[src/logic/ascl_defines.svh]
// Constants of the active serial configuration loader.
// Assumes a 100 MHz system clock; included by the package and the loader.
`ifndef ASCL_DEFINES_SVH
`define ASCL_DEFINES_SVH

// ------------------------------------------------------------------
// Timing
// ------------------------------------------------------------------
`define ASCL_CLK_PERIOD_NS 10
`define ASCL_OSC_SLOW_MHZ 20
`define ASCL_OSC_FAST_MHZ 40
// Half period in clk cycles; rounded up so the link never beats the rate
`define ASCL_HALF_CYC(f) \
   ((1000 + 2*(f)*`ASCL_CLK_PERIOD_NS - 1) / \
    (2*(f)*`ASCL_CLK_PERIOD_NS))
`define ASCL_HALF_W 2
`define ASCL_POR_NS 200
`define ASCL_POR_CYC \
   ((`ASCL_POR_NS + `ASCL_CLK_PERIOD_NS - 1) / `ASCL_CLK_PERIOD_NS)
`define ASCL_POR_W 5

// ------------------------------------------------------------------
// Widths, fields and flash transfer
// ------------------------------------------------------------------
`define ASCL_SEL_W 2
`define ASCL_SEL_FAST_BIT 1
`define ASCL_DATA_W 8
`define ASCL_FIFO_DEPTH 8
`define ASCL_READ_CMD 8'h03
`define ASCL_START_ADDR 24'h000000
`define ASCL_HDR_W 32
`define ASCL_HDR_BITS 6'h20
`define ASCL_BYTE_BITS 6'h08
`define ASCL_CNT_W 6
`define ASCL_IMAGE_BYTES 16'h0100
`define ASCL_IMG_W 16

`endif

[src/logic/ascl_pkg.sv]
// Types shared by the configuration loader and its data FIFO.
// Assumes ascl_defines.svh is on the include path.
package ascl_pkg;
`include "ascl_defines.svh"

   // ---------------------------------------------------------------
   // Sequencer states, Gray coded along reset, send, read, done
   // ---------------------------------------------------------------
   typedef enum logic [1:0] {
      st_reset = 2'h0,
      st_send = 2'h1,
      st_read = 2'h3,
      st_done = 2'h2
   } ascl_state_type;

   // Configuration byte stream towards the core
   typedef struct packed {
      logic valid;
      logic [`ASCL_DATA_W-1:0] data;
   } ascl_byte_type;

   // Whole state of the loader
   typedef struct packed {
      logic cr_s1;
      logic cr_s2;
      logic st_s1;
      logic st_s2;
      logic ce_s1;
      logic ce_s2;
      logic dq_s1;
      logic dq_s2;
      logic [`ASCL_SEL_W-1:0] ms_s1;
      logic [`ASCL_SEL_W-1:0] ms_s2;
      ascl_state_type state;
      logic [`ASCL_POR_W-1:0] por_cnt;
      logic [`ASCL_HALF_W-1:0] half;
      logic fast;
      logic sclk;
      logic cs_n;
      logic cmd;
      logic [`ASCL_HDR_W-1:0] tx;
      logic [`ASCL_CNT_W-1:0] bit_cnt;
      logic first;
      logic [`ASCL_DATA_W-1:0] rx;
      logic pend;
      logic [`ASCL_IMG_W-1:0] byte_cnt;
      logic done;
   } ascl_reg_type;

endpackage : ascl_pkg
[src/logic/ascl_fifo.sv]
// Flip-flop FIFO with valid and ready on both sides.
// Assumes one clock, asynchronous active-high reset and a clock enable.
`timescale 1ns/1ps
module ascl_fifo #(
   parameter int WIDTH = 8,
   parameter int DEPTH = 8
) (
   // Clock and reset
   input logic clk,
   input logic reset,
   input logic ce,
   // Filling side
   input logic in_valid,
   output logic in_ready,
   input logic [WIDTH-1:0] in_data,
   // Draining side
   output logic out_valid,
   input logic out_ready,
   output logic [WIDTH-1:0] out_data
);
   import ascl_pkg::*;

   localparam int AW = $clog2(DEPTH);

   typedef struct packed {
      logic [DEPTH-1:0][WIDTH-1:0] mem;
      logic [AW-1:0] wp;
      logic [AW-1:0] rp;
      logic [AW:0] cnt;
   } ascl_fifo_state_type;

   ascl_fifo_state_type q;
   ascl_fifo_state_type d;
   logic push;
   logic pop;
   logic [DEPTH-1:0] we;

   // ---------------------------------------------------------------
   // Handshakes
   // ---------------------------------------------------------------
   assign in_ready = (q.cnt != (AW+1)'(DEPTH));
   assign out_valid = (q.cnt != '0);
   assign out_data = q.mem[q.rp];
   assign push = in_valid && in_ready;
   assign pop = out_valid && out_ready;

   // Per-entry write strobes
   for (genvar i = 0; i < DEPTH; i++) begin : g_we
      assign we[i] = push && (q.wp == AW'(i));
   end

   // Next state; pointers wrap since depth is a power of two
   always_comb begin
      d = q;
      for (int i = 0; i < DEPTH; i++) begin
         if (we[i]) begin
            d.mem[i] = in_data;
         end
      end
      if (push) begin
         d.wp = q.wp + 1'b1;
      end
      if (pop) begin
         d.rp = q.rp + 1'b1;
      end
      if (push && !pop) begin
         d.cnt = q.cnt + 1'b1;
      end else if (pop && !push) begin
         d.cnt = q.cnt - 1'b1;
      end
   end

   always_ff @(posedge clk or posedge reset) begin
      if (reset) begin
         q <= '0;
      end else if (ce) begin
         q <= d;
      end
   end

   a_fifo_no_overrun: assert property (@(posedge clk) disable iff (reset)
      (q.cnt == (AW+1)'(DEPTH)) |-> !in_ready)
      else $error("fifo accepts data while full");

endmodule : ascl_fifo

[src/logic/ascl_loader.sv]
// Active serial configuration loader: masters a serial flash at power-up
// and streams the image to the core through a small FIFO.
// Assumes a 100 MHz clk; all pins except cfg_ready come from outside.
//
// Function
// - Stay in reset while config request or status line reads low.
// - Make serial clock internally at a 20 or 40 MHz scheme setting; here about 16.7 or 25 MHz.
// - Launch control outputs and capture flash data on falling edges.
// - Drive flash select low while configuring.
// - Shift read command and address out serially on the command pin.
// - Chain-enable input held low; all devices load the same data.
// - Unused chain-enable output may float or act as user I/O.
`timescale 1ns/1ps
`include "ascl_defines.svh"

module ascl_loader (
   // Clock, reset and enable
   input logic clk,
   input logic reset,
   input logic ce,
   // Configuration control pins
   input logic config_request_n,
   input logic cfg_state_line_n_in,
   output logic cfg_state_line_n_out,
   output logic cfg_state_line_n_oe_n,
   input logic [`ASCL_SEL_W-1:0] scheme_select,
   input logic chain_enable_in_n,
   output logic chain_enable_out_n,
   // Serial flash link
   output logic serial_cfg_clock,
   output logic flash_select_out_n,
   output logic serial_cmd_out,
   input logic serial_data_in,
   // Image stream towards the core
   output ascl_pkg::ascl_byte_type cfg_stream,
   input logic cfg_ready,
   output logic cfg_done
);
   import ascl_pkg::*;

   // ---------------------------------------------------------------
   // Reset image of the state
   // ---------------------------------------------------------------
   localparam ascl_reg_type Q_RST = '{
      state: st_reset,
      por_cnt: `ASCL_POR_W'(`ASCL_POR_CYC),
      sclk: 1'b1,
      cs_n: 1'b1,
      default: '0
   };
   localparam logic [`ASCL_HALF_W-1:0] HALF_SLOW =
      `ASCL_HALF_W'(`ASCL_HALF_CYC(`ASCL_OSC_SLOW_MHZ));
   localparam logic [`ASCL_HALF_W-1:0] HALF_FAST =
      `ASCL_HALF_W'(`ASCL_HALF_CYC(`ASCL_OSC_FAST_MHZ));

   ascl_reg_type q;
   ascl_reg_type d;
   logic fifo_in_ready;
   logic fifo_out_valid;
   logic [`ASCL_DATA_W-1:0] fifo_out_data;

   // ---------------------------------------------------------------
   // Image FIFO; its fullness stalls the serial clock
   // ---------------------------------------------------------------
   ascl_fifo #(
      .WIDTH(`ASCL_DATA_W),
      .DEPTH(`ASCL_FIFO_DEPTH)
   ) u_fifo (
      .clk(clk),
      .reset(reset),
      .ce(ce),
      .in_valid(q.pend),
      .in_ready(fifo_in_ready),
      .in_data(q.rx),
      .out_valid(fifo_out_valid),
      .out_ready(cfg_ready),
      .out_data(fifo_out_data)
   );

   // ---------------------------------------------------------------
   // Pin outputs
   // ---------------------------------------------------------------
   // Open drain: only ever pulls low, during power-on or a request
   assign cfg_state_line_n_out = 1'b0;
   assign cfg_state_line_n_oe_n = !((q.por_cnt != '0) || !q.cr_s2);
   assign serial_cfg_clock = q.sclk;
   assign flash_select_out_n = q.cs_n;
   assign serial_cmd_out = q.cmd;
   // Low once loaded; free for user I/O if nothing follows
   assign chain_enable_out_n = !q.done;
   assign cfg_done = q.done;
   assign cfg_stream.valid = fifo_out_valid;
   assign cfg_stream.data = fifo_out_data;

   // ---------------------------------------------------------------
   // Sequencer and serial engine
   // ---------------------------------------------------------------
   // One half-period counter drives both edges; falling edge launches
   // command bits and captures data, so the flash sees settled bits on
   // its rising edge and we read what it launched one fall earlier.
   always_comb begin
      logic stall;
      stall = 1'b0;
      d = q;
      // Two-flop synchronisers for every pin input
      d.cr_s1 = config_request_n;
      d.cr_s2 = q.cr_s1;
      d.st_s1 = cfg_state_line_n_in;
      d.st_s2 = q.st_s1;
      d.ce_s1 = chain_enable_in_n;
      d.ce_s2 = q.ce_s1;
      d.dq_s1 = serial_data_in;
      d.dq_s2 = q.dq_s1;
      d.ms_s1 = scheme_select;
      d.ms_s2 = q.ms_s1;
      if (q.por_cnt != '0) begin
         d.por_cnt = q.por_cnt - 1'b1;
      end
      if (!q.cr_s2 || !q.st_s2) begin
         // Held in reset stage, flash idle and deselected
         d.state = st_reset;
         d.sclk = 1'b1;
         d.cs_n = 1'b1;
         d.cmd = 1'b0;
         d.pend = 1'b0;
         d.done = 1'b0;
      end else begin
         case (q.state)
            st_reset: begin
               // Status line high: configuration mode starts here
               if (!q.ce_s2) begin
                  d.state = st_send;
                  d.cs_n = 1'b0;
                  d.fast = q.ms_s2[`ASCL_SEL_FAST_BIT];
                  d.half = q.ms_s2[`ASCL_SEL_FAST_BIT] ? HALF_FAST
                                                       : HALF_SLOW;
                  d.tx = {`ASCL_READ_CMD, `ASCL_START_ADDR};
                  d.bit_cnt = `ASCL_HDR_BITS;
                  d.byte_cnt = `ASCL_IMAGE_BYTES;
               end
            end
            st_send, st_read: begin
               if (q.pend && fifo_in_ready) begin
                  d.pend = 1'b0;
               end
               // Back-pressure: hold the link until the byte is taken
               stall = (q.pend && !fifo_in_ready) || (q.byte_cnt == '0);
               if (q.state == st_read && q.byte_cnt == '0 && !q.pend) begin
                  d.state = st_done;
                  d.cs_n = 1'b1;
                  d.sclk = 1'b1;
                  d.done = 1'b1;
               end else if (!stall) begin
                  if (q.half != `ASCL_HALF_W'(1)) begin
                     d.half = q.half - 1'b1;
                  end else begin
                     d.half = q.fast ? HALF_FAST : HALF_SLOW;
                     d.sclk = !q.sclk;
                     if (q.sclk) begin
                        // Falling edge
                        if (q.state == st_send) begin
                           d.cmd = q.tx[`ASCL_HDR_W-1];
                           d.tx = {q.tx[`ASCL_HDR_W-2:0], 1'b0};
                        end else if (q.first) begin
                           // Flash only launches its first bit now
                           d.first = 1'b0;
                        end else begin
                           d.rx = {q.rx[`ASCL_DATA_W-2:0], q.dq_s2};
                           d.bit_cnt = q.bit_cnt - 1'b1;
                           if (q.bit_cnt == `ASCL_CNT_W'(1)) begin
                              d.pend = 1'b1;
                              d.bit_cnt = `ASCL_BYTE_BITS;
                              d.byte_cnt = q.byte_cnt - 1'b1;
                           end
                        end
                     end else if (q.state == st_send) begin
                        // Rising edge: flash has taken one header bit
                        d.bit_cnt = q.bit_cnt - 1'b1;
                        if (q.bit_cnt == `ASCL_CNT_W'(1)) begin
                           d.state = st_read;
                           d.first = 1'b1;
                           d.bit_cnt = `ASCL_BYTE_BITS;
                        end
                     end
                  end
               end
            end
            default: begin
               // Loaded: stay until a new request
               d.cs_n = 1'b1;
            end
         endcase
      end
   end

   // State register; clock enable freezes everything
   always_ff @(posedge clk or posedge reset) begin
      if (reset) begin
         q <= Q_RST;
      end else if (ce) begin
         q <= d;
      end
   end

   // ---------------------------------------------------------------
   // Checks
   // ---------------------------------------------------------------
   a_reset_stage_hold: assert property (
      @(posedge clk) disable iff (reset)
      (ce && (!q.cr_s2 || !q.st_s2)) |=> (q.state == st_reset && q.cs_n))
      else $error("reset stage left while request or status low");

   a_status_release: assert property (
      @(posedge clk) disable iff (reset)
      (q.por_cnt == '0 && q.cr_s2) |-> cfg_state_line_n_oe_n)
      else $error("status line still pulled low after power-on");

   a_clock_half_min: assert property (
      @(posedge clk) disable iff (reset)
      (ce && q.state == st_send && $changed(q.sclk)) |=> $stable(q.sclk))
      else $error("serial clock half period shorter than two cycles");

   a_cmd_on_fall: assert property (
      @(posedge clk) disable iff (reset)
      (q.state == st_send && $past(q.state) == st_send && $changed(q.cmd))
      |-> $fell(q.sclk))
      else $error("command bit changed away from a falling edge");

   a_data_on_fall: assert property (
      @(posedge clk) disable iff (reset)
      ($past(q.state) == st_read && q.state == st_read && $changed(q.rx))
      |-> $fell(q.sclk))
      else $error("data captured away from a falling edge");

   a_select_active: assert property (
      @(posedge clk) disable iff (reset)
      (q.state == st_send || q.state == st_read) |-> !flash_select_out_n)
      else $error("flash not selected during configuration");

   a_cmd_msb_first: assert property (
      @(posedge clk) disable iff (reset)
      (q.state == st_send && $fell(q.sclk) &&
       $past(q.bit_cnt) == `ASCL_HDR_BITS) |-> (q.cmd == `ASCL_READ_CMD >> 7))
      else $error("first command bit is not the read command msb");

   a_chain_gate: assert property (
      @(posedge clk) disable iff (reset)
      (ce && q.state == st_reset && q.ce_s2) |=> q.state == st_reset)
      else $error("configuration started with chain enable high");

   a_done_release: assert property (
      @(posedge clk) disable iff (reset)
      (q.state == st_done) |-> (!chain_enable_out_n && flash_select_out_n
                                && serial_cfg_clock))
      else $error("done state with link busy or chain output high");

   a_idle_in_reset: assert property (
      @(posedge clk) disable iff (reset)
      (q.state == st_reset) |-> (flash_select_out_n && serial_cfg_clock))
      else $error("flash link active in reset stage");

   // Entry, clock rate, counter bounds, back-pressure, idle and done states of the engine
   a_enter_config: assert property (
      @(posedge clk) disable iff (reset)
      (ce && q.state == st_reset && q.cr_s2 && q.st_s2 && !q.ce_s2)
      |=> (q.state == st_send && !q.cs_n))
      else $error("configuration mode not entered with all pins ready");

   a_clock_toggle: assert property (
      @(posedge clk) disable iff (reset)
      (ce && q.cr_s2 && q.st_s2 && q.state == st_send &&
       q.half == `ASCL_HALF_W'(1)) |=> $changed(q.sclk))
      else $error("serial clock missed its toggle in the header phase");

   a_half_range: assert property (
      @(posedge clk) disable iff (reset)
      (q.state == st_send || q.state == st_read)
      |-> (q.half != '0 && q.half <= HALF_SLOW))
      else $error("half period count out of range");

   a_fast_half: assert property (
      @(posedge clk) disable iff (reset)
      ((q.state == st_send || q.state == st_read) && q.fast)
      |-> (q.half <= HALF_FAST))
      else $error("fast setting runs a slow half period");

   a_header_count: assert property (
      @(posedge clk) disable iff (reset)
      (q.state == st_send)
      |-> (q.bit_cnt != '0 && q.bit_cnt <= `ASCL_HDR_BITS))
      else $error("header bit count out of range");

   a_byte_count: assert property (
      @(posedge clk) disable iff (reset)
      (q.state == st_read)
      |-> (q.bit_cnt != '0 && q.bit_cnt <= `ASCL_BYTE_BITS))
      else $error("data bit count out of range");

   a_stall_hold: assert property (
      @(posedge clk) disable iff (reset)
      (ce && q.cr_s2 && q.st_s2 && q.state == st_read && q.pend &&
       !fifo_in_ready) |=> $stable(q.sclk))
      else $error("serial clock moved while the FIFO was full");

   a_cmd_reset_low: assert property (
      @(posedge clk) disable iff (reset)
      (q.state == st_reset) |-> !serial_cmd_out)
      else $error("command pin not idle in reset stage");

   a_done_stable: assert property (
      @(posedge clk) disable iff (reset)
      (ce && q.cr_s2 && q.st_s2 && q.state == st_done)
      |=> (q.state == st_done && !chain_enable_out_n))
      else $error("done state left without a new request");

   a_abort_idle: assert property (
      @(posedge clk) disable iff (reset)
      (ce && !q.st_s2)
      |=> (flash_select_out_n && serial_cfg_clock && !q.done))
      else $error("status low did not idle the flash link");

endmodule : ascl_loader

[config.mk]
export PLATFORM = sky130hd
export DESIGN_NAME = ascl_loader
export DESIGN_NICKNAME = d
export VERILOG_FILES = /design/src/logic/ascl_pkg.sv /design/src/logic/ascl_fifo.sv /design/src/logic/ascl_loader.sv
export VERILOG_INCLUDE_DIRS = /design/src /design/src/logic
export SDC_FILE = /design/constraint.sdc
export NUM_CORES = 1
export LEC_CHECK = 0
export BUFFER_PORTS_ARGS = -buffer_cell sky130_fd_sc_hd__buf_2
export CORE_MARGIN = 2
export CORE_UTILIZATION = 55
export CTS_CLUSTER_SIZE = 20
export DETAILED_ROUTE_END_ITERATION = 10
export GPL_ROUTABILITY_DRIVEN = 0
export MAX_ROUTING_LAYER = met4
export PLACE_DENSITY = 0.72
export SLEW_MARGIN = 20
export SYNTH_ARGS = -nofsm -noshare
export SYNTH_HDL_FRONTEND = slang
export SYNTH_HIERARCHICAL = 1
export SYNTH_SLANG_ARGS = --single-unit
export TNS_END_PERCENT = 1
[constraint.sdc]
create_clock -name clk -period 3.3 [get_ports clk]
set_input_delay 0.165 -clock clk [delete_from_list [all_inputs] [get_ports clk]]
set_output_delay 0.165 -clock clk [all_outputs]
set_load 0.03 [all_outputs]
# ---- Yosys cells after proc, flatten, opt, wreduce, memory -nomap -nowiden
# Cells that the tools add are included.
dict set report word_totals {
  in_bits 10
  word_cells 209
  out_inout_bits 16
  regBits 164
}
dict set report op_classes {
  n_reduce_logical 67
  n_mux 54
  n_eq_ne 37
  bitwise 7
  addsub 8
  order_cmp 1
}
# op n
set ops {}
lappend ops {{$mux 65} 3}
lappend ops {{$pmux 38 s2} 1}
lappend ops {{$mux 33} 2}
lappend ops {{$mux 25} 2}
lappend ops {{$mux 38} 1}
lappend ops {{$mux 32} 1}
lappend ops {{$pmux 16 s2} 1}
lappend ops {{$reduce_and 9->1} 3}
lappend ops {{$ne 2x2->1 const B} 13}
lappend ops {{$reduce_and 2->1} 13}
lappend ops {{$bmux 8 s3} 1}
lappend ops {{$ne 4x4->1 const B} 6}
lappend ops {{$mux 2} 11}
lappend ops {{$mux 7} 3}
lappend ops {{$ne 3x3->1 const B} 6}
lappend ops {{$mux 17} 1}
lappend ops {{$logic_not 16->1} 1}
lappend ops {{$mux 1} 16}
lappend ops {{$mux 16} 1}
lappend ops {{$reduce_bool 2->1} 8}
lappend ops {{$sub 16x1->16 const B} 1}
lappend ops {{$logic_and 1x1->1} 15}
lappend ops {{$eq 3x3->1 const B} 4}
lappend ops {{$mux 6} 2}
lappend ops {{other kinds (35)} 58}

# ---- Depth between registers and ports, before layout
# Gate-level depths: netlist of run 1.
dict set report depth {
  ltp_word 14
  ltp_mapped 10
  mapped_depth_nobuf 8
}

# ---- By module
# The synthesis of run 1 kept the hierarchy.
# module area_per_inst_um2 cells_each seq_area_each_um2 n_inst
set modules_own_cells {}
lappend modules_own_cells {ascl_loader 4147.7 380 2182.1 1}
lappend modules_own_cells {ascl_fifo 3661.0 233 1851.8 1}

# ---- Least setup slack after synthesis of run 1
# Ideal clock, no wire load.
dict set report synth_timing {
  path_kind {register to register}
  start {register u_fifo/q[0] (netlist bit)}
  end {register u_fifo/q[3] (netlist bit)}
  stages_incl_launch_ff 10
  setup_slack_ns 0.354
  period_less_slack_ns 2.946
  setup_ns 0.131
  n_path_buf 1
  arrival_ns 2.815
  required_time_ns 3.169
  path_cell_list {dfrtp_1 -> nor4b_4 -> buf_6 -> and2b_2 -> ha_1 -> inv_1 -> ha_1 -> or4b_2 -> o221ai_1 -> o211ai_1}
}
dict set report synth_between {
  elab_chain_len 6
  elab_cells_between_ends 14
  classes_between {add/sub (2); eq/ne (1); mux (2); reduce/logical (9)}
}
# element line
set synth_lines {}
lappend synth_lines {{from (decl)} ascl_fifo.sv:32} ;# ascl_fifo_state_type q;
lappend synth_lines {{from (signal assigned)} ascl_fifo.sv:75} ;# q <= '0;
lappend synth_lines {{from (signal assigned)} ascl_fifo.sv:77} ;# q <= d;
lappend synth_lines {{parallel branches: the longest is 6 deep, another holds $sub 4x1->4} n/a}
# Several ways; the timed one is not identified. The select of a mux whose other input is x is not followed.
# A chain may end at the register's enable or synchronous reset.

# ---- Worst setup path in the final report of run 1
# Ends and elaborated chain as after synthesis.

==> results of run 1 <==
[placed cells by master, fill, tap and decap left out, drive strengths merged, types with 15 or more instances in the layout]
cell | netlist | routed
clkbuf | 4 | 18
nand2 | 31 | 31
ha | 15 | 15
mux4 | 16 | 16
buf | 23 | 32
a22o | 30 | 30
mux2 | 96 | 96
a21oi | 18 | 18
nor2 | 19 | 19
inv | 30 | 35
dfrtp | 157 | 157
o21ai | 23 | 23
nor3 | 20 | 20
[final timing paths]
kind | startpoint | endpoint | slack [ps]
max | u_fifo/q[0]$_DFFE_PP0P_ | u_fifo/q[3]$_DFFE_PP0P_ | 210
min | cfg_ready | u_fifo/q[4]$_DFFE_PP0P_ | 80
max reg2reg | u_fifo/q[0]$_DFFE_PP0P_ | u_fifo/q[3]$_DFFE_PP0P_ | 210
min reg2reg | q[34]$_DFFE_PP0P_ | q[34]$_DFFE_PP0P_ | 480
max in group asynchronous | reset | u_fifo/q[20]$_DFFE_PP0P_ | 1890
min in group asynchronous | reset | q[45]$_DFFE_PP0P_ | 340
[through the flow]
stage               area [um2]  setup slack [ps]
floorplan                 7809             354.0
global placement          8045             408.8
detailed placement        8045             251.1
CTS                       8687             252.8
global route              8687             81.41
finish                    8687             211.3
[logic make-up (layout without fill, tap and decap cells)]
| kind of cell | after synthesis | count (layout) | share of synthesized area (%) |
|---|---|---|---|
| AO/OA/AOI/OAI | 111 | 111 | 10.19 |
| XOR/XNOR | 10 | 10 | 1.122 |
| adder cells (fa/ha/maj) | 16 | 16 | 2.660 |
| buffers and inverters | 57 | 100 | 3.653 |
| flip-flops | 161 | 161 | 51.66 |
| multiplexers | 115 | 115 | 18.84 |
| other | 1 | 1 | 0.04802 |
| AND/OR/NAND/NOR | 142 | 142 | 11.83 |
[cell usage after synthesis, drive strengths merged, types with 4 or more instances]
| cell type | n | area [um2] |
|---|---|---|
| dfrtp | 157 | 3929 |
| mux2 | 96 | 1081 |
| nand2 | 31 | 116.4 |
| a22o | 30 | 262.8 |
| inv | 30 | 112.6 |
| buf | 23 | 157.6 |
| o21ai | 23 | 118.9 |
| nor3 | 20 | 193.9 |
| nor2 | 19 | 71.32 |
| a21oi | 18 | 90.09 |
| mux4 | 16 | 360.4 |
| ha | 15 | 187.7 |
| nand4 | 10 | 62.56 |
| nand2b | 9 | 56.30 |
| nand3 | 8 | 45.04 |
| nor4 | 8 | 62.56 |
| and2 | 6 | 40.04 |
| xnor2 | 6 | 52.55 |
| o31ai | 5 | 37.54 |
| a21boi | 4 | 30.03 |
| a32oi | 4 | 35.03 |
| clkbuf | 4 | 15.01 |
| dfstp | 4 | 105.1 |
| nor2b | 4 | 25.02 |
| nor4b | 4 | 50.05 |
| o211ai | 4 | 30.03 |
| o41ai | 4 | 35.03 |
| xor2 | 4 | 35.03 |
[state kept, by name (all words and copies together), names as in the netlist]
| name | count |
|---|---|
| cfg_done | 1 |
| d | 5 |
| serial_cfg_clock | 1 |
| q | 78 |
| serial_cmd_out | 1 |
| u_fifo/q | 74 |
| flash_select_out_n | 1 |
[worst register-to-register path, delay by kind of cell (launching register included)]
| family | cells | cell delay, ps |
|---|---|---|
| buf+inv | 1 | 130 |
| compound gates | 2 | 350 |
| fa+ha+maj | 2 | 610 |
| simple gates | 3 | 1400 |
| flops | 1 | 480 |
[final cells by class]
type / count / share of cell area, %
Clock buffer: 18 / 4.940
Clock inverter: 14 / 1.757
Inverter: 30 / 1.311
Multi-Input combinational cell: 395 / 40.17
Sequential cell: 161 / 46.44
Tap cell: 180 / 2.593
Timing Repair Buffer: 38 / 2.794
[per-layer routing]
metal	up-vias	GRT usage, %	share of wire [%]
li1	2343	-	-
met3	25	4.428	2.8
met2	91	34.79	49
met1	2563	30.19	46
met5	-	-	0
met4	0	8.878	1.7
[report_power, final]
group	total (W)	switching, W	internal, W	leakage (nW)
clock	0.00193	0.000811	0.00112	0.275
sequential	0.00226	0.000140	0.00212	2.16
combinational	0.000699	0.000441	0.000258	1.53
total	0.00490	0.00139	0.00350	3.97
[timing repair]
item,CTS,global route
resized for setup,0,0
endpoints found under the hold margin,68,0
endpoints found under the setup margin,0,0
hold buffers,6,0
==> summary.md, run 1 <==
| Metric | Value |
|---|---|
| Die width | roughly 120 um |
| Gr ovfl total | 0 |
| Io pins | 26 |
| Max-cap viol count | 0 |
| Die H | roughly 120 um |
| Layout filler cell count | about 1,100 |
| Pwr/cell area | between 500 and 600 mW/mm2 |
| Global-route wire length before repair | about 26,000 um |
| Total wire length | between 15,000 and 20,000 um |
| Number of antenna-violating nets in the routed design | 0 |
| Clk_skew | 6.012 ps |
| Clock Sinks | ~160 |
| Crit Path Class | reg -> reg |
| DP Wirelength | between 9000 and 10,000 um |
| Drt drc | 0 |
| Worst-path cell chain | or4_4, nand2_1, ha_1, inv_1, ha_1, or4b_2, o221ai_1, o211ai_1 |
| Post-synth top flop | dfrtp_1 |
| Largest net degree at the start of global routing | 40 |
| Drt first pass iters | 5 |
| CP Capture Type | flop |
| Layout cell share with drive strength beyond 1 | a little under a third |
| Final nets | around 670 |
| Vias in the first global route | 5,204 |
| Largest delay share family, worst path | simple AND/OR/NAND/NOR gates |
| Netlist cell types | 66 |
| CP Max Fanout | 6 |
| Total GRT Usage | about 23% |
| Crit-path most repeated cell | ha_1 |
| Final Hold Fails | 0 |
| Crit-path slowest cell | or4b_2 |
| Post-CTS setup buffers | 0 |
| Starting Density | around 56% |
| R2R depth | 8 |
| Highest clock rate | 323.8 MHz |
| Via/cell ratio | 6.007 |
| CTS Buf Count | 17 |
| Syn_area_per_cell | 12.74 um2 |
| Max VDD drop | between 300 and 400 uV |
| Multi-input logic area | around 0.0035 mm2 |
| Final hold slack | approximately 79 ps |
| Placed Instances | between 700 and 800 |
| Maximum buffer depth of the clock tree | 2 |
| Area delta synth->final | 11.25% |
| Core Region | between 0.01 and 0.015 mm2 |
| Ys Warns | 6 |
| CTS tree | done |
| Crit path largest cell delay | approximately 700 ps |
| Setup violators final | 0 |
| CP startpoint kind | flop |
| Detailed Route Iter0 Violations | approximately 290 |
| Final Util | 62.58% |
| Routed wire per std cell | 18.04 um |
| N_diodes | 0 |
| EDFF count, synth | 0 |
| Clk_lat worst skew | 420 ps |
| Final TNS setup | 0 ps |
| Critical Path RT | roughly 3600 ps |
| Worst Path Buf+Inv | 1 |
| Register area | between 0.004 and 0.005 mm2 |
| Tightest Pin Transition | 993.2 ps |
| Initial antenna violation count | 0 |
| Register area share after synthesis | between 50% and 60% |
| Synth Cell Area | between 0.007 and 0.008 mm2 |
| Root Buffer Master | clkbuf_16 |
| RSZ-0062 raised after global routing | false |
| Die ar. | 0.01517 mm2 |
| Worst-path clk slew | 60 ps |
| Leakage power | 3.966 nW |
| Row count | between 40 and 50 |
| Layout Cells excl Fill | ~840 |
| Final count of pins violating max slew | 0 |
| Total power | between 0.004 and 0.005 W |
| Post-synth ARST share | between 90% and 100% |
| Vias | 5,022 |
| Outcome | completed |
| Final Cycle Share | 93.60% |
| Crit path time final | roughly 3100 ps |
| Arr. time, crit path | 3390 ps |
| HP Class | in -> reg |
| Seq cells post-synth | 161 |
| Relative slew slack | 33.79% |
| Port bufs | 23 |
| Cells after Synth | 613 |
| Critical path depth in cells | 8 |
| Worst hold stages | 3 |
| Synthesized net count | around 640 |
| H-tree depth | 4 |
(Power assumes the default switching activity.)
==> run 2, diff against run 1 <==
==> constraint.sdc (replaced) <==
create_clock -name clk -period 3.3 [get_ports clk]
set_input_delay 0.495 -clock clk [delete_from_list [all_inputs] [get_ports clk]]
set_output_delay 0.495 -clock clk [all_outputs]
set_load 0.03 [all_outputs]
==> summary.md, run 2 (synthesis results as in run 1) <==
| Metric | Value |
|---|---|
| Total power | approximately 0.0048 W |
| Setup violators final | 0 |
| R2R depth | 8 |
| Total GRT Usage | 22.81% |
| Final nets | between 600 and 700 |
| CTS tree | done |
| Final hold slack | between 200 and 250 ps |
| Cts hold-fix bufs | 0 |
| Number of antenna-violating nets in the routed design | 0 |
| Detailed Route Iter0 Violations | 460 |
| DP Wirelength | 10,170 um |
| N_diodes | 0 |
| H-tree depth | 4 |
| Highest clock rate | approximately 330 MHz |
| Drt first pass iters | 5 |
| Arr. time, crit path | around 3400 ps |
| Die H | approximately 120 um |
| Relative slew slack | 30.61% |
| Worst-path clk slew | approximately 60 ps |
| Die ar. | 0.01517 mm2 |
| Most common cell after layout, fill and taps aside | dfrtp_1 |
| Multi-input logic area | around 0.0035 mm2 |
| Final Hold Fails | 0 |
| Clk_lat worst skew | 430 ps |
| Core Region | 0.01388 mm2 |
| RSZ-0062 raised after global routing | false |
| Reg-to-Reg Start | u_fifo/q[0]$_DFFE_PP0P_ |
| CP Capture Type | flop |
| Global-route wire length before repair | approximately 26,000 um |
| Drt drc | 0 |
| Final Cycle Share | between 90% and 100% |
| Port bufs | 23 |
| Tightest Pin Transition | approximately 1000 ps |
| Max-cap viol count | 0 |
| Maximum buffer depth of the clock tree | 2 |
| Crit path time final | 3070 ps |
| Register area | a little over 0.004 mm2 |
| Outcome | completed |
| Critical Path RT | around 3600 ps |
| Initial antenna violation count | 0 |
| RR Endpoint | u_fifo/q[3]$_DFFE_PP0P_ |
| Pwr/cell area | between 500 and 600 mW/mm2 |
| Largest net degree at the start of global routing | 65 |
| Root Buffer Master | clkbuf_16 |
| Die width | about 120 um |
| Layout cell share with drive strength beyond 1 | between 30% and 40% |
| Clock Sinks | roughly 160 |
| Io pins | 26 |
| CTS Buf Count | 17 |
| Final TNS setup | 0 ps |
| Starting Density | between 50% and 60% |
| Clk_skew | between 8 and 9 ps |
| Critical path launch point | u_fifo/q[0]$_DFFE_PP0P_ |
| Critical path depth in cells | 8 |
| Row count | 43 |
| Crit Path Class | reg -> reg |
| HP Class | in -> async |
| Max VDD drop | between 300 and 400 uV |
| Post-CTS setup buffers | 0 |
| Setup slack, reg-to-reg | about 230 ps |
| Max reg flops | roughly 80 |
| Final count of pins violating max slew | 0 |
| Leakage power | between 3 and 4 nW |
| Largest Register | q |
| CTS resizes | 0 |
| CP startpoint kind | flop |
| Gr ovfl total | 0 |
| Largest delay share family, worst path | simple AND/OR/NAND/NOR gates |
| CP endpoint | u_fifo/q[3]$_DFFE_PP0P_ |
| Vias in the first global route | 5,165 |
| CP Max Fanout | 6 |
| Routed wire per std cell | 18.33 um |
| Crit path largest cell delay | 690 ps |
| Final Util | between 60% and 70% |
| Layout filler cell count | ~1,100 |
| Area delta synth->final | 10.78% |
| Layout Cells excl Fill | roughly 830 |
| Total wire length | about 15,000 um |
| Via/cell ratio | approximately 6 |
| Crit-path slowest cell | or4b_2 |
| Worst Path Buf+Inv | 1 |
| Commonest cells after routing, fill and taps aside | dfrtp_1, mux2_2, nand2_1, a22o_1, inv_1 |
| Vias | around 5,000 |
| Placed Instances | 800 |
| Worst-path cell chain | or4_4, nand2_1, ha_1, inv_1, ha_1, or4b_2, o221ai_1, o211ai_1 |
| Crit-path most repeated cell | ha_1 |
## run 2: cell types whose count changed in the layout (fill, tap and decap cells not counted), sizes merged
cell,delta
clkbuf,+6
clkinvlp,+1
inv,-5
dlygate4sd3,-6
buf,+2
clkinv,-2
## run 2: worst min-delay path by stage
stage	from	to	slack, ps
finish	reset	u_fifo/q[10]$_DFFE_PP0P_	230
global route	reset	u_fifo/q[71]$_DFFE_PP0P_	290
CTS	reset	u_fifo/q[10]$_DFFE_PP0P_	240
detailed placement	q[34]$_DFFE_PP0P_	q[34]$_DFFE_PP0P_	480
global placement	q[34]$_DFFE_PP0P_	q[34]$_DFFE_PP0P_	470
floorplan	d[84]$_DFFE_PP0P_	q[84]$_DFFE_PP0P_	450
## run 2: area by class of cell
| class | instances | area share (%) |
|---|---|---|
| inverter | 30 | 1.331 |
| clock inverter | 8 | 1.229 |
| sequential | 161 | 46.63 |
| tap | 180 | 2.603 |
| clock buffer | 24 | 5.337 |
| multi-input combinational | 395 | 40.44 |
| timing repair buffer | 34 | 2.430 |
## run 2: routing by layer
metal / wire length, um / track usage (%) / up-vias
met3: 615 / 5.627 / 23
met4: 227 / 8.523 / 0
li1: - / - / 2335
met1: 6922 / 29.60 / 2572
met5: 0 / - / -
met2: 7488 / 34.99 / 93
## run 2: metrics by stage
step / cell area (um2) / setup WS (ps)
floorplan: 7809 / 354.0
global placement: 8073 / 399.1
detailed placement: 8073 / 296.3
CTS: 8641 / 271.2
global route: 8651 / 80.11
finish: 8651 / 229.7
## run 2: power breakdown
part	leakage, nW	internal [W]	switching [W]
combinational	1.52	0.000256	0.000437
clock	0.257	0.00113	0.000751
sequential	2.16	0.00212	0.000147
==> run 3, diff against run 2 <==
--- a/config.mk
+++ b/config.mk
@@ -6,6 +6,7 @@
 export SDC_FILE = /design/constraint.sdc
 export NUM_CORES = 1
 export LEC_CHECK = 0
+export ABC_AREA = 1
 export BUFFER_PORTS_ARGS = -buffer_cell sky130_fd_sc_hd__buf_2
 export CORE_MARGIN = 2
 export CORE_UTILIZATION = 55
==> summary.md, run 3 <==
| Metric | Value |
|---|---|
| Netlist cell types | between 40 and 50 |
| Initial antenna violation count | 0 |
| Setup violators final | 0 |
| Number of antenna-violating nets in the routed design | 0 |
| H-tree depth | 4 |
| Cts hold-fix bufs | 0 |
| Post-synth top flop | dfrtp_1 |
| HP Class | in -> async |
| Outcome | completed |
| Routed wire per std cell | ~14 um |
| Tightest Pin Transition | between 900 and 1000 ps |
| Largest net degree at the start of global routing | between 90 and 100 |
| Ys Warns | 6 |
| Crit path time final | 2775 ps |
| Leakage power | 4.820 nW |
| Detailed Route Iter0 Violations | slightly below 600 |
| Most common cell after layout, fill and taps aside | nand2_1 |
| N_diodes | 0 |
| Top cell type's share of synthesized area | a little under half |
| Area delta synth->final | 8.331% |
| EDFF count, synth | 0 |
| Arr. time, crit path | 2280 ps |
| Clk_skew | 11.68 ps |
| Synth Cell Area | between 0.008 and 0.009 mm2 |
| Critical Path RT | roughly 2800 ps |
| Vias | between 7,000 and 8,000 |
| Worst-path cell chain | inv_1, o21ai_0, nand2_1, nand2_1, nand2_1, buf_2 |
| Io pins | 26 |
| Total GRT Usage | about a quarter |
| CP startpoint kind | flop |
| Gr ovfl total | 0 |
| Vias in the first global route | around 6,600 |
| Final Cycle Share | between 80 and 90% |
| CTS tree | done |
| Seq cells post-synth | between 150 and 200 |
| Total wire length | 18,780 um |
| Layout filler cell count | between 1,000 and 1,500 |
| Starting Density | 56.21% |
| Die ar. | 0.01655 mm2 |
| RSZ-0062 raised after global routing | false |
| Die width | between 100 and 150 um |
| Register area share after synthesis | a little under half |
| Clock Sinks | 161 |
| Crit-path slowest cell | inv_1 |
| Syn_area_per_cell | approximately 7.7 um2 |
| Max VDD drop | 415.1 uV |
| Synthesized net count | ~1,100 |
| CP Max Fanout | 33 |
| Port bufs | 23 |
| Die H | ~130 um |
| Crit path largest cell delay | between 600 and 700 ps |
| Commonest cells after routing, fill and taps aside | nand2_1, dfrtp_1, nor2_1, inv_1, o21ai_0 |
| Global-route wire length before repair | about 32,000 um |
| Crit-path most repeated cell | nand2_1 |
| Final nets | ~1,100 |
| Post-synth ARST share | between 90% and 100% |
| Crit Path Class | reg -> out |
| Largest Register | q |
| Layout cell share with drive strength beyond 1 | under 10% |
| CTS Buf Count | 17 |
| Pwr/cell area | 696.7 mW/mm2 |
| Cells after Synth | 1,110 |
| Final count of pins violating max slew | 0 |
| Commonest cells post-synth | nand2_1, dfrtp_1, nor2_1 |
| Clk_lat worst skew | approximately 430 ps |
| Maximum buffer depth of the clock tree | 2 |
| Core Region | around 0.015 mm2 |
| Max reg flops | 78 |
| CP Capture Type | output port |
| Row count | 45 |
| Worst-path clk slew | ~60 ps |
| Highest clock rate | between 300 and 400 MHz |
| Final hold slack | between 150 and 200 ps |
| Synth top area cells | dfrtp_1, nand2_1, nor2_1 |
| Drt first pass iters | 5 |
| DP Wirelength | ~12,000 um |
| Final TNS setup | 0 ps |
| Cell with the most instances after synthesis | nand2_1 |
| Drt drc | 0 |
| CTS resizes | 0 |
| Cell taking the most area after synthesis | dfrtp_1 |
| Via/cell ratio | between 5 and 6 |
| Root Buffer Master | clkbuf_16 |
| Finished layout cell area | approximately 0.0093 mm2 |
| Relative slew slack | 36.16% |
| Final Hold Fails | 0 |
| Max-cap viol count | 0 |
| Post-CTS setup buffers | 0 |
| Placed cell areas | around 0.0087 mm2 |
[run 3: cell types whose count changed after synthesis, moves of 57 or more]
cell and change:
nor2_1 +111, nand4_1 +63, inv_1 +57, nand2_1 +341
o21ai_0 +65, mux2_2 -96
[run 3: cell families (layout without fill, tap and decap cells)]
kind of cell / Yosys count / after routing / share of synthesized area [%]
other cells: 1 / 1 / 0.04388
fa+ha+maj: 16 / 16 / 2.430
flops: 161 / 161 / 47.20
xor+xnor: 11 / 11 / 1.127
simple gates: 643 / 643 / 33.26
buf+inv: 152 / 162 / 8.170
compound gates: 126 / 126 / 7.760
[run 3: cell type report]
cell class / instances / area (um2) / share of cell area, %
sequential: 161 / 4034 / 43.57
tap: 188 / 235.2 / 2.541
inverter: 96 / 361.6 / 3.906
clock inverter: 7 / 75.07 / 0.8109
timing repair buffer: 34 / 222.7 / 2.406
multi-input combinational: 797 / 3824 / 41.30
clock buffer: 25 / 505.5 / 5.460
[run 3: worst max-delay path, delay by kind of cell (launching register included)]
family / cells / cell delay [ps]
buf+inv: 2 / 880
flops: 1 / 370
compound gates: 1 / 300
simple gates: 3 / 300
[run 3: per-layer routing]
metal | part of all wire [%] | up-vias | wire (um) | global-route usage, %
met4 | 1.5 | 0 | 283 | 8.376
li1 | - | 3558 | - | -
met3 | 5.8 | 25 | 1095 | 4.906
met1 | 46 | 3309 | 8578 | 33.69
met5 | 0 | - | 0 | -
met2 | 47 | 235 | 8820 | 38.22
[run 3: path summary, 6_finish.rpt]
check	startpoint	end	slack, ps	depth (start not counted)
worst min register to register	q[34]$_DFFE_PP0P_	q[34]$_DFFE_PP0P_	470	2
max in group asynchronous	reset	u_fifo/q[72]$_DFFE_PP0P_	2330	3
worst max register to register	q[76]$_DFFE_PP0P_	q[50]$_DFFE_PP0P_	920	8
min in group clk	config_request_n	d[88]$_DFFE_PP0P_	260	3
worst min-delay path	reset	u_fifo/q[69]$_DFFE_PP0P_	200	2
worst max-delay path	u_fifo/q[4]$_DFFE_PP0P_	cfg_stream[1]	530	6
[run 3: through the flow]
step	utilization [%]	total power, W	instances	setup slack (ps)
after global routing	60.90	0.006898	1308	327.5
after global placement	57.08	0.004513	1276	941.0
after floorplan	-	0.004067	1110	561.4
after detailed placement	57.08	0.004543	1276	935.5
final	60.90	0.006450	1308	525.2
after CTS	60.90	0.006496	1308	514.9
[run 3: where the power goes]
group | switching [W] | total, W | internal (W) | leakage, nW
combinational | 0.00141 | 0.00204 | 0.000629 | 2.45
clock | 0.000791 | 0.00193 | 0.00114 | 0.276
sequential | 0.000237 | 0.00248 | 0.00224 | 2.09
total | 0.00244 | 0.00645 | 0.00401 | 4.82
